<file path="src/hw/slcd_pkg.sv">
package slcd_pkg;

  ////////////////////////////////////////////////////////////////////////////
  // Register map. Printed offsets are indexes; the byte address is 4x.
  localparam int          ADDR_W     = 18;
  localparam logic [15:0] IDX_PDC    = 16'hffc0;
  localparam logic [15:0] IDX_DC     = 16'hffc1;
  localparam logic [15:0] IDX_WPC    = 16'hffc2;
  localparam logic [17:0] RAM_LIMIT  = 18'h0_0020;
  localparam logic [7:0]  PDC_RESET  = 8'h00;
  localparam logic [7:0]  DC_RESET   = 8'h80;
  localparam logic [7:0]  WPC_RESET  = 8'h60;
  localparam logic [7:0]  DC_RSV     = 8'h80;
  localparam logic [7:0]  WPC_RSV    = 8'h60;
  localparam int          RAM_BYTES  = 32;
  localparam int          SEG_N      = 32;
  localparam int          COM_N      = 4;
  localparam int          GRP_W      = 8;

  // Segment capacity per common line when the expansion driver is used.
  localparam logic [8:0]  CAP_STATIC = 9'h100;
  localparam logic [8:0]  CAP_HALF   = 9'h080;
  localparam logic [8:0]  CAP_MULTI  = 9'h040;

  // Pin positions taken over by the expansion signals.
  localparam int          PIN_LATCH  = 31;
  localparam int          PIN_SHIFT  = 30;
  localparam int          PIN_SDATA  = 29;
  localparam int          PIN_ALT    = 28;

  ////////////////////////////////////////////////////////////////////////////
  typedef enum logic [1:0] {
    DUTY_STATIC  = 2'b00,
    DUTY_HALF    = 2'b01,
    DUTY_THIRD   = 2'b10,
    DUTY_QUARTER = 2'b11
  } slcd_duty_type;

  typedef enum logic [1:0] {
    ST_IDLE     = 2'b00,
    ST_SHIFT_LO = 2'b01,
    ST_SHIFT_HI = 2'b10,
    ST_LATCH    = 2'b11
  } slcd_state_type;

  typedef struct packed {
    slcd_duty_type duty;
    logic          cmx;
    logic          expansion_pin_select;
    logic [3:0]    sgs;
  } slcd_pdc_type;

  typedef struct packed {
    logic       rsv;
    logic       psw;
    logic       controller_enable;
    logic       show_ram_contents;
    logic [3:0] cks;
  } slcd_dc_type;

  typedef struct packed {
    logic       waveform_type_select;
    logic [1:0] rsv;
    logic       sups;
    logic [3:0] cds;
  } slcd_wpc_type;

endpackage

</file>
<file path="src/hw/slcd_controller.sv">
`timescale 1ns/10ps

// Summary of operation
// Internal driver serves 32 segments; expansion reaches 256 at static duty.
// At 1/2 duty the expansion path carries 128 segments per line.
// At 1/3 or 1/4 duty the expansion path carries 64 segments per line.
// Display memory is 32 bytes of 8 bits, 256 bits in all.
// Display memory takes byte and 16-bit writes like ordinary memory.
// Segment pins switch to port use in groups of eight.
// At static or 1/2 duty unused commons can mirror used ones.
// Refresh runs in every mode except chip standby and module standby.
// Eleven clock choices set the frame frequency.
// A module standby input stops the controller on its own.
// Software picks waveform A or B.
// Port and duty control register resets to 00.
// Drive control register resets to 80.
// Waveform and power control register resets to 60.
// In expansion the top segment pin carries the latch clock.
// In expansion the second segment pin carries the shift clock.
// In expansion the pin of segment 29 carries the alternation signal.
// In expansion the pin of segment 30 carries serial display data.
// Refresh starts from display memory once the display is enabled.
// Memory-to-segment mapping follows the selected duty.
// Clearing the enable halts the block and drops power, keeping registers.
// Display bit set shows memory, cleared shows blank.
// Expansion select takes pins 32 to 29; illegal with any driver group.
// Waveform select clear gives A, set gives B.
// Expansion shifts one bit per shift clock, then one latch pulse per line.
// Alternation toggles per frame for A, per line for B.
module slcd_controller (
  input  wire logic        sys_clk,
  input  wire logic        reset,
  input  wire logic [17:0] avs_address,
  input  wire logic        avs_read,
  input  wire logic        avs_write,
  input  wire logic [31:0] avs_writedata,
  input  wire logic [3:0]  avs_byteenable,
  output logic      [31:0] avs_readdata,
  output logic             avs_waitrequest,
  input  wire logic        standby_mode,
  input  wire logic        module_standby,
  input  wire logic        subclk_in,
  output logic      [31:0] seg_pin,
  output logic      [31:0] seg_port_mode,
  output logic      [3:0]  com_pin,
  output logic             drive_power_on,
  output logic             supply_boost,
  output logic      [3:0]  charge_duty
);

  ////////////////////////////////////////////////////////////////////////////
  // Decode helpers.

  // Bit of the flat display memory for a segment on a common line.
  function automatic logic [7:0] ram_index(input logic [8:0] seg,
                                           input logic [1:0] com,
                                           input slcd_pkg::slcd_duty_type duty);
    logic [9:0] wide;
    wide = 10'h000;
    unique case (duty)
      slcd_pkg::DUTY_STATIC: wide = {1'b0, seg};
      slcd_pkg::DUTY_HALF:   wide = {seg, com[0]};
      slcd_pkg::DUTY_THIRD,
      slcd_pkg::DUTY_QUARTER: wide = {seg[7:0], com};
    endcase
    return wide[7:0];
  endfunction

  function automatic logic [8:0] exp_cap(input slcd_pkg::slcd_duty_type duty);
    logic [8:0] cap;
    cap = slcd_pkg::CAP_MULTI;
    unique case (duty)
      slcd_pkg::DUTY_STATIC: cap = slcd_pkg::CAP_STATIC;
      slcd_pkg::DUTY_HALF:   cap = slcd_pkg::CAP_HALF;
      slcd_pkg::DUTY_THIRD,
      slcd_pkg::DUTY_QUARTER: cap = slcd_pkg::CAP_MULTI;
    endcase
    return cap;
  endfunction

  // Groups of eight pins driven as segments, top group first.
  function automatic logic [3:0] drv_groups(input logic [3:0] sgs);
    logic [3:0] g;
    g = 4'h0;
    if (sgs[3]) begin
      g = 4'hf;
    end else begin
      unique case (sgs[2:1])
        2'b00: g = 4'h0;
        2'b01: g = 4'h8;
        2'b10: g = 4'hc;
        2'b11: g = 4'he;
      endcase
    end
    return g;
  endfunction

  ////////////////////////////////////////////////////////////////////////////
  // Registers and memory.
  slcd_pkg::slcd_pdc_type   pdc_q;
  slcd_pkg::slcd_dc_type    dc_q;
  slcd_pkg::slcd_wpc_type   wpc_q;
  slcd_pkg::slcd_state_type state_q;
  logic [7:0]  ram_q [slcd_pkg::RAM_BYTES];
  logic [255:0] ram_flat;
  logic        ack_q;
  logic [31:0] rdata_q;
  logic        req;
  logic        hit_ram;
  logic        hit_pdc;
  logic        hit_dc;
  logic        hit_wpc;
  logic [2:0]  word_idx;
  logic [7:0]  wbyte;

  assign req      = avs_read | avs_write;
  assign hit_ram  = avs_address < slcd_pkg::RAM_LIMIT;
  assign hit_pdc  = avs_address == {slcd_pkg::IDX_PDC, 2'b00};
  assign hit_dc   = avs_address == {slcd_pkg::IDX_DC, 2'b00};
  assign hit_wpc  = avs_address == {slcd_pkg::IDX_WPC, 2'b00};
  assign word_idx = avs_address[4:2];
  assign wbyte    = avs_writedata[7:0];

  // One wait cycle per access; a write lands at the edge that samples waitrequest low,
  // so a master that drops its request early never half-writes a register.
  always_ff @(posedge sys_clk) begin
    if (reset) begin
      ack_q <= 1'b0;
    end else begin
      ack_q <= req & ~ack_q;
    end
  end

  assign avs_waitrequest = req & ~ack_q;

  // Read data is captured during the wait cycle; unmapped reads give zero.
  always_ff @(posedge sys_clk) begin
    if (reset) begin
      rdata_q <= 32'h0000_0000;
    end else if (avs_read & ~ack_q) begin
      rdata_q <= 32'h0000_0000;
      if (hit_ram) begin
        rdata_q <= {ram_q[{word_idx, 2'b11}], ram_q[{word_idx, 2'b10}],
                    ram_q[{word_idx, 2'b01}], ram_q[{word_idx, 2'b00}]};
      end else if (hit_pdc) begin
        rdata_q[7:0] <= pdc_q;
      end else if (hit_dc) begin
        rdata_q[7:0] <= dc_q;
      end else if (hit_wpc) begin
        rdata_q[7:0] <= wpc_q;
      end
    end
  end

  assign avs_readdata = rdata_q;

  // Control registers; reserved bits are fixed and ignore writes.
  always_ff @(posedge sys_clk) begin
    if (reset) begin
      pdc_q <= slcd_pkg::PDC_RESET;
      dc_q  <= slcd_pkg::DC_RESET;
      wpc_q <= slcd_pkg::WPC_RESET;
    end else if (avs_write & ack_q & avs_byteenable[0]) begin
      if (hit_pdc) begin
        pdc_q <= wbyte;
      end
      if (hit_dc) begin
        dc_q <= wbyte | slcd_pkg::DC_RSV;
      end
      if (hit_wpc) begin
        wpc_q <= wbyte | slcd_pkg::WPC_RSV;
      end
    end
  end

  // Byte lanes let software write single bytes or halfwords.
  always_ff @(posedge sys_clk) begin
    if (avs_write & ack_q & hit_ram) begin
      for (int b = 0; b < 4; b++) begin
        if (avs_byteenable[b]) begin
          ram_q[{word_idx, 2'(b)}] <= avs_writedata[8*b +: 8];
        end
      end
    end
  end

  genvar gi;
  generate
    for (gi = 0; gi < slcd_pkg::RAM_BYTES; gi++) begin : g_flat
      assign ram_flat[8*gi +: 8] = ram_q[gi];
    end
  endgenerate

  ////////////////////////////////////////////////////////////////////////////
  // Run gating and frame clock selection.
  logic       run;
  logic       exp_mode;
  logic [2:0] sub_sync_q;
  logic [1:0] wdiv_q;
  logic [7:0] div_q;
  logic       wtick;
  logic       tick;

  // Chip standby, module standby and a cleared enable all stop refresh.
  assign run = dc_q.controller_enable & ~standby_mode & ~module_standby;
  // Expansion is honoured only with every driver group off.
  assign exp_mode = pdc_q.expansion_pin_select & (pdc_q.sgs == 4'h0);

  // The sub clock is asynchronous; only the second and third stages feed the edge test.
  always_ff @(posedge sys_clk) begin
    if (reset) begin
      sub_sync_q <= 3'h0;
    end else begin
      sub_sync_q <= {sub_sync_q[1:0], subclk_in};
    end
  end

  assign wtick = sub_sync_q[1] & ~sub_sync_q[2];

  // Prescalers run only while refreshing, so a halt freezes the phase.
  always_ff @(posedge sys_clk) begin
    if (reset) begin
      div_q  <= 8'h00;
      wdiv_q <= 2'h0;
    end else if (run) begin
      div_q <= div_q + 8'h01;
      if (wtick) begin
        wdiv_q <= wdiv_q + 2'h1;
      end
    end
  end

  // Eleven sources: the sub clock /1, /2, /4 and the system clock /2 to /256.
  always_comb begin
    logic [8:0] mask;
    mask = 9'h000;
    tick = 1'b0;
    if (!dc_q.cks[3]) begin
      if (dc_q.cks[1]) begin
        tick = wtick & (&wdiv_q);
      end else if (dc_q.cks[0]) begin
        tick = wtick & wdiv_q[0];
      end else begin
        tick = wtick;
      end
    end else begin
      mask = (9'h002 << dc_q.cks[2:0]) - 9'h001;
      tick = (({1'b0, div_q} & mask) == mask);
    end
    tick = tick & run;
  end

  ////////////////////////////////////////////////////////////////////////////
  // Line sequencing and alternation.
  logic [1:0]  com_q;
  logic [1:0]  com_next;
  logic        alt_q;
  logic [31:0] seg_data_q;
  logic [31:0] seg_data_d;
  logic        busy;

  assign busy     = state_q != slcd_pkg::ST_IDLE;
  assign com_next = (com_q == pdc_q.duty) ? 2'h0 : com_q + 2'h1;

  // A line starts on each frame tick; in expansion a busy shifter skips it.
  always_ff @(posedge sys_clk) begin
    if (reset) begin
      com_q <= 2'h0;
      alt_q <= 1'b0;
    end else if (tick & ~(exp_mode & busy)) begin
      com_q <= com_next;
      if (wpc_q.waveform_type_select || com_next == 2'h0) begin
        alt_q <= ~alt_q;
      end
    end
  end

  // Segment states for the next line; blanking forces all segments off.
  always_comb begin
    seg_data_d = 32'h0000_0000;
    for (int s = 0; s < slcd_pkg::SEG_N; s++) begin
      seg_data_d[s] = ram_flat[ram_index(9'(s), com_next, pdc_q.duty)];
    end
    if (!dc_q.show_ram_contents) begin
      seg_data_d = 32'h0000_0000;
    end
  end

  always_ff @(posedge sys_clk) begin
    if (reset) begin
      seg_data_q <= 32'h0000_0000;
    end else if (tick & ~exp_mode) begin
      seg_data_q <= seg_data_d;
    end
  end

  ////////////////////////////////////////////////////////////////////////////
  // Serial feed for the external segment driver.
  logic [8:0] bit_q;
  logic       shift_q;
  logic       latch_q;
  logic       sdat_q;
  logic [7:0] sidx;

  assign sidx = ram_index(bit_q, com_q, pdc_q.duty);

  // Each bit takes two cycles: data with the clock low, then the clock high.
  always_ff @(posedge sys_clk) begin
    if (reset) begin
      state_q <= slcd_pkg::ST_IDLE;
      bit_q   <= 9'h000;
      shift_q <= 1'b0;
      latch_q <= 1'b0;
      sdat_q  <= 1'b0;
    end else if (!run || !exp_mode) begin
      state_q <= slcd_pkg::ST_IDLE;
      bit_q   <= 9'h000;
      shift_q <= 1'b0;
      latch_q <= 1'b0;
      sdat_q  <= 1'b0;
    end else begin
      unique case (state_q)
        slcd_pkg::ST_IDLE: begin
          latch_q <= 1'b0;
          bit_q   <= 9'h000;
          if (tick) begin
            state_q <= slcd_pkg::ST_SHIFT_LO;
          end
        end
        slcd_pkg::ST_SHIFT_LO: begin
          shift_q <= 1'b0;
          sdat_q  <= ram_flat[sidx] & dc_q.show_ram_contents;
          state_q <= slcd_pkg::ST_SHIFT_HI;
        end
        slcd_pkg::ST_SHIFT_HI: begin
          shift_q <= 1'b1;
          bit_q   <= bit_q + 9'h001;
          if (bit_q == exp_cap(pdc_q.duty) - 9'h001) begin
            state_q <= slcd_pkg::ST_LATCH;
          end else begin
            state_q <= slcd_pkg::ST_SHIFT_LO;
          end
        end
        slcd_pkg::ST_LATCH: begin
          shift_q <= 1'b0;
          latch_q <= 1'b1;
          state_q <= slcd_pkg::ST_IDLE;
        end
      endcase
    end
  end

  ////////////////////////////////////////////////////////////////////////////
  // Pin drive.
  logic [31:0] seg_pin_q;
  logic [31:0] port_q;
  logic [3:0]  com_pin_q;
  logic [3:0]  com_oh;
  logic [3:0]  grp;
  logic        power_q;

  assign grp    = drv_groups(pdc_q.sgs);
  assign com_oh = 4'h1 << com_q;

  // Port mode is chosen per group of eight; expansion claims the top four pins.
  always_ff @(posedge sys_clk) begin
    if (reset) begin
      port_q <= 32'hffff_ffff;
    end else begin
      for (int p = 0; p < slcd_pkg::SEG_N; p++) begin
        port_q[p] <= ~grp[p / slcd_pkg::GRP_W];
      end
      if (exp_mode) begin
        port_q[slcd_pkg::PIN_LATCH -: 4] <= 4'h0;
      end
    end
  end

  // Level is the segment state against the alternation phase; off when halted.
  always_ff @(posedge sys_clk) begin
    if (reset) begin
      seg_pin_q <= 32'h0000_0000;
    end else if (!run) begin
      seg_pin_q <= 32'h0000_0000;
    end else begin
      seg_pin_q <= (seg_data_q ^ {32{alt_q}}) & {{8{grp[3]}}, {8{grp[2]}},
                                                   {8{grp[1]}}, {8{grp[0]}}};
      if (exp_mode) begin
        seg_pin_q[slcd_pkg::PIN_LATCH] <= latch_q;
        seg_pin_q[slcd_pkg::PIN_SHIFT] <= shift_q;
        seg_pin_q[slcd_pkg::PIN_SDATA] <= sdat_q;
        seg_pin_q[slcd_pkg::PIN_ALT]   <= alt_q;
      end
    end
  end

  // Unused commons follow used ones when paralleling is on at low duty.
  always_ff @(posedge sys_clk) begin
    if (reset) begin
      com_pin_q <= 4'h0;
    end else if (!run) begin
      com_pin_q <= 4'h0;
    end else begin
      com_pin_q <= com_oh ^ {4{alt_q}};
      if (pdc_q.cmx && pdc_q.duty == slcd_pkg::DUTY_STATIC) begin
        com_pin_q <= {4{com_oh[0] ^ alt_q}};
      end else if (pdc_q.cmx && pdc_q.duty == slcd_pkg::DUTY_HALF) begin
        com_pin_q <= {2{com_oh[1:0] ^ {2{alt_q}}}};
      end
    end
  end

  // Drive supply needs the power bit, the enable and no standby of either kind.
  always_ff @(posedge sys_clk) begin
    if (reset) begin
      power_q <= 1'b0;
    end else begin
      power_q <= dc_q.psw & run;
    end
  end

  assign seg_pin        = seg_pin_q;
  assign seg_port_mode  = port_q;
  assign com_pin        = com_pin_q;
  assign drive_power_on = power_q;
  assign supply_boost   = wpc_q.sups;
  assign charge_duty    = wpc_q.cds;
endmodule

</file>
<file path="config.mk">
export PLATFORM = sky130hd
export DESIGN_NAME = slcd_controller
export DESIGN_NICKNAME = d
export VERILOG_FILES = /design/src/hw/slcd_pkg.sv /design/src/hw/slcd_controller.sv
export SDC_FILE = /design/constraint.sdc
export NUM_CORES = 1
export LEC_CHECK = 0
export BUFFER_PORTS_ARGS = -buffer_cell sky130_fd_sc_hd__buf_2
export CORE_MARGIN = 4
export CORE_UTILIZATION = 59
export CTS_BUF_LIST = sky130_fd_sc_hd__clkbuf_16
export CTS_CLUSTER_DIAMETER = 50
export DETAILED_ROUTE_END_ITERATION = 12
export HOLD_SLACK_MARGIN = 0.06
export PLACE_DENSITY = 0.82
export SETUP_SLACK_MARGIN = 0.5
export SYNTH_ARGS = -nofsm -noshare
export SYNTH_HDL_FRONTEND = slang
export SYNTH_SLANG_ARGS = --single-unit
export TNS_END_PERCENT = 30
</file>
<file path="constraint.sdc">
create_clock -name sys_clk -period 9.6 [get_ports sys_clk]
set_input_delay 1.92 -clock sys_clk [delete_from_list [all_inputs] [get_ports sys_clk]]
set_output_delay 1.92 -clock sys_clk [all_outputs]
set_load 0.01 [all_outputs]
</file>
==> results.json <==
{
  "gp_congestion": 1.031,
  "syn_area_um2": 20660,
  "cts-resized-gates": 0,
  "place_ws_ps": 4608,
  "nFillCells": 2527,
  "cts_sinks": 414,
  "yosysWarningCount": 0,
  "postSynthAreaPerCell_um2": 11.30,
  "cpLargestDelayFamily": "simple AND/OR/NAND/NOR gates",
  "yosys.cell_types.count": 65,
  "drtAntennaViolNets": 0,
  "synthArstFlopShare": 0,
  "end_kind": "register",
  "dieArea_um2": 38080,
  "vdd_drop_max_v": 0.0001709,
  "synth_edf_count": 256,
  "crit_buf_inv": 2,
  "dr.pass1.iters": 8,
  "track_usage": 0.3269,
  "postCtsSetupRepairBufs": 0,
  "clock_path_buffers": 3,
  "powerDensity_nw_per_um2": 165.5,
  "clock-root-buffer": "clkbuf_16",
  "tns_ps": 0,
  "syn_nets": 1903,
  "drive_above_1_share": 0.2215,
  "synthToLayoutAreaGrowth_pct": 11.73,
  "vias": 16430,
  "maxCapViolCount": 0,
  "cpPeakStageDelay_ps": 730,
  "layout.area.seq_um2": 10850,
  "io_buffers": 167,
  "finalHoldViolations": 0,
  "min_period_over_period": 0.4865,
  "dpl.hpwl_um": 44300,
  "synth_cells": 1828,
  "slowest_stage": "o21a_1",
  "p_leak_uw": 0.007996,
  "grt_max_degree": 99,
  "crit_fanout": 52,
  "grt_remaining_overflow": 0,
  "die-width_um": 195.1,
  "critPathKind": "register to register",
  "period_needed_ps": 4670,
  "critPathLaunchType": "register",
  "antenna_found_initial": 0,
  "initial_core_util": 0.5982,
  "cts_made_buffers": 45,
  "io_pins": 168,
  "whs_ps": 454.2,
  "rows": 68,
  "synth_top_flop_cell": "edfxtp_1",
  "report.final.slew_viol_count": 0,
  "status": "finished, final reports clean",
  "grt_pass1_wl_um": 94990,
  "die_height_um": 195.1,
  "hold_path_class": "register to register",
  "nets": 1980,
  "setup_violations": 0,
  "required_ps": 10120,
  "fin_ws_ps": 4930,
  "cp.arrival_ps": 5190,
  "insertion_delay_ps": 600,
  "synth_area_leaders": "edfxtp_1, dfxtp_1, mux4_2, nand2_1, nor2_1",
  "route.detailed.drc": 0,
  "tightestPinTransition_ps": 1098,
  "finalWirelength_um": 64180,
  "path_clk_slew_ps": 60,
  "p_total_uw": 3821,
  "synth_top_area_cell": "edfxtp_1",
  "postCtsHoldBufs": 0,
  "core_area_um2": 34540,
  "post_drt_wl_per_cell_um": 26.77,
  "timing.fmax_ghz": 0.2141,
  "htreeDepth": 2,
  "routed_via_density": 6.852,
  "grt_pass1_vias": 15213,
  "multiInputGateArea_um2": 9035,
  "drt_iter0_markers": 2581,
  "skew_ps": 22.42,
  "synth_top_area_frac": 0.3720,
  "relSlewSlack": 0.2680,
  "crit_chain": "buf_4 > buf_4 > ha_1 > o21a_1 > nand2_1 > nand2_1 > a211oi_1 > a31oi_1 > a21oi_1 > nor3_1 > a21oi_1 > nor2_1",
  "rsz0062_at_grt": "false",
  "fin_util": 0.6684,
  "tritoncts": "yes",
  "synth-seq-cells": 414,
  "yosysSeqAreaShare": 0.5251
}
[worst paths after layout]
path                 start             end  slack (ps)  cells past startpoint
min          sub_sync_q[0]   sub_sync_q[1]         450                      1
max reg2reg       pdc_q[7]  seg_data_q[29]        4930                     12
min reg2reg  sub_sync_q[0]   sub_sync_q[1]         450                      1
max               pdc_q[7]  seg_data_q[29]        4930                     12
[metal layers]
metal | up-vias | track usage | wire length, um
met3 | 260 | 0.09006 | 9600
met1 | 7763 | 0.4436 | 22450
met2 | 1464 | 0.5023 | 28750
met5 | - | 0 | 0
met4 | 0 | 0.1384 | 3383
li1 | 6943 | - | -
[synth_stat cells (all sizes together), types with 13 or more instances]
library cell,count
and3,18
a31oi,14
buf,67
a311oi,13
mux2,37
o21ai,61
dfxtp,158
nand2,229
a21oi,79
a22oi,45
edfxtp,256
nor2b,14
ha,14
a211oi,19
nand2b,15
nor3,22
clkbuf,95
mux2i,74
nor2,225
xnor2,37
nand3,97
mux4,108
[power by group]
part | switching, uW | internal [uW] | leakage (uW)
clock network | 752 | 1040 | 0.000772
logic | 86.2 | 49.0 | 0.00365
registers | 1.79 | 1890 | 0.00358
[placed cells by master (no fill, tap or decap), types with 37 or more instances in the layout]
master and instances:
clkbuf_16 47, a22oi_1 45, a21oi_1 79, buf_2 164, nand2_1 229, o21ai_0 55
nand3_1 97, edfxtp_1 256, mux2i_1 73, mux4_2 108, xnor2_1 37, dfxtp_1 155
nor2_1 221
[stage by stage]
stage	instances	instance area [um2]
final	2398	23090
after global routing	2396	23080
after CTS	2396	23080
after detailed placement	2313	21530
after global placement	2313	21530
after floorplan	1828	20660
[layout make-up]
| cell class | count | area share |
|---|---|---|
| flip-flops and latches | 414 | 0.4701 |
| repair buffers | 192 | 0.04466 |
| inverters | 11 | 0.001788 |
| diodes | 2 | 0.0002168 |
| multi-input cells | 1241 | 0.3913 |
| clock buffers | 47 | 0.05094 |
| clock inverters | 36 | 0.01626 |
| well taps | 455 | 0.02466 |
[state kept, by name (all words and copies together), names as in the netlist]
name / flops
ram_q: 256
avs_readdata: 32
seg_data_q: 32
seg_pin: 32
bit_q: 9
div_q: 8
pdc_q: 8
dc_q: 7
seg_port_mode: 5
charge_duty: 4
com_pin: 4
sub_sync_q: 3
com_q: 2
state_q: 2
wdiv_q: 2
ack_q: 1
alt_q: 1
drive_power_on: 1
latch_q: 1
sdat_q: 1
shift_q: 1
supply_boost: 1
wpc_q: 1
[cell families after synthesis]
logic type                 Yosys count  share of synthesized area
AOI/OAI and AO/OA                  294                    0.09228
buffers and inverters              173                    0.03905
xor gates and xnor gates            49                    0.02077
DFF                                414                     0.5251
and+or+nand+nor                    665                     0.1404
muxes                              219                     0.1739
adders and majority gates           14                   0.008477
Power figures use the tool's default switching activity.
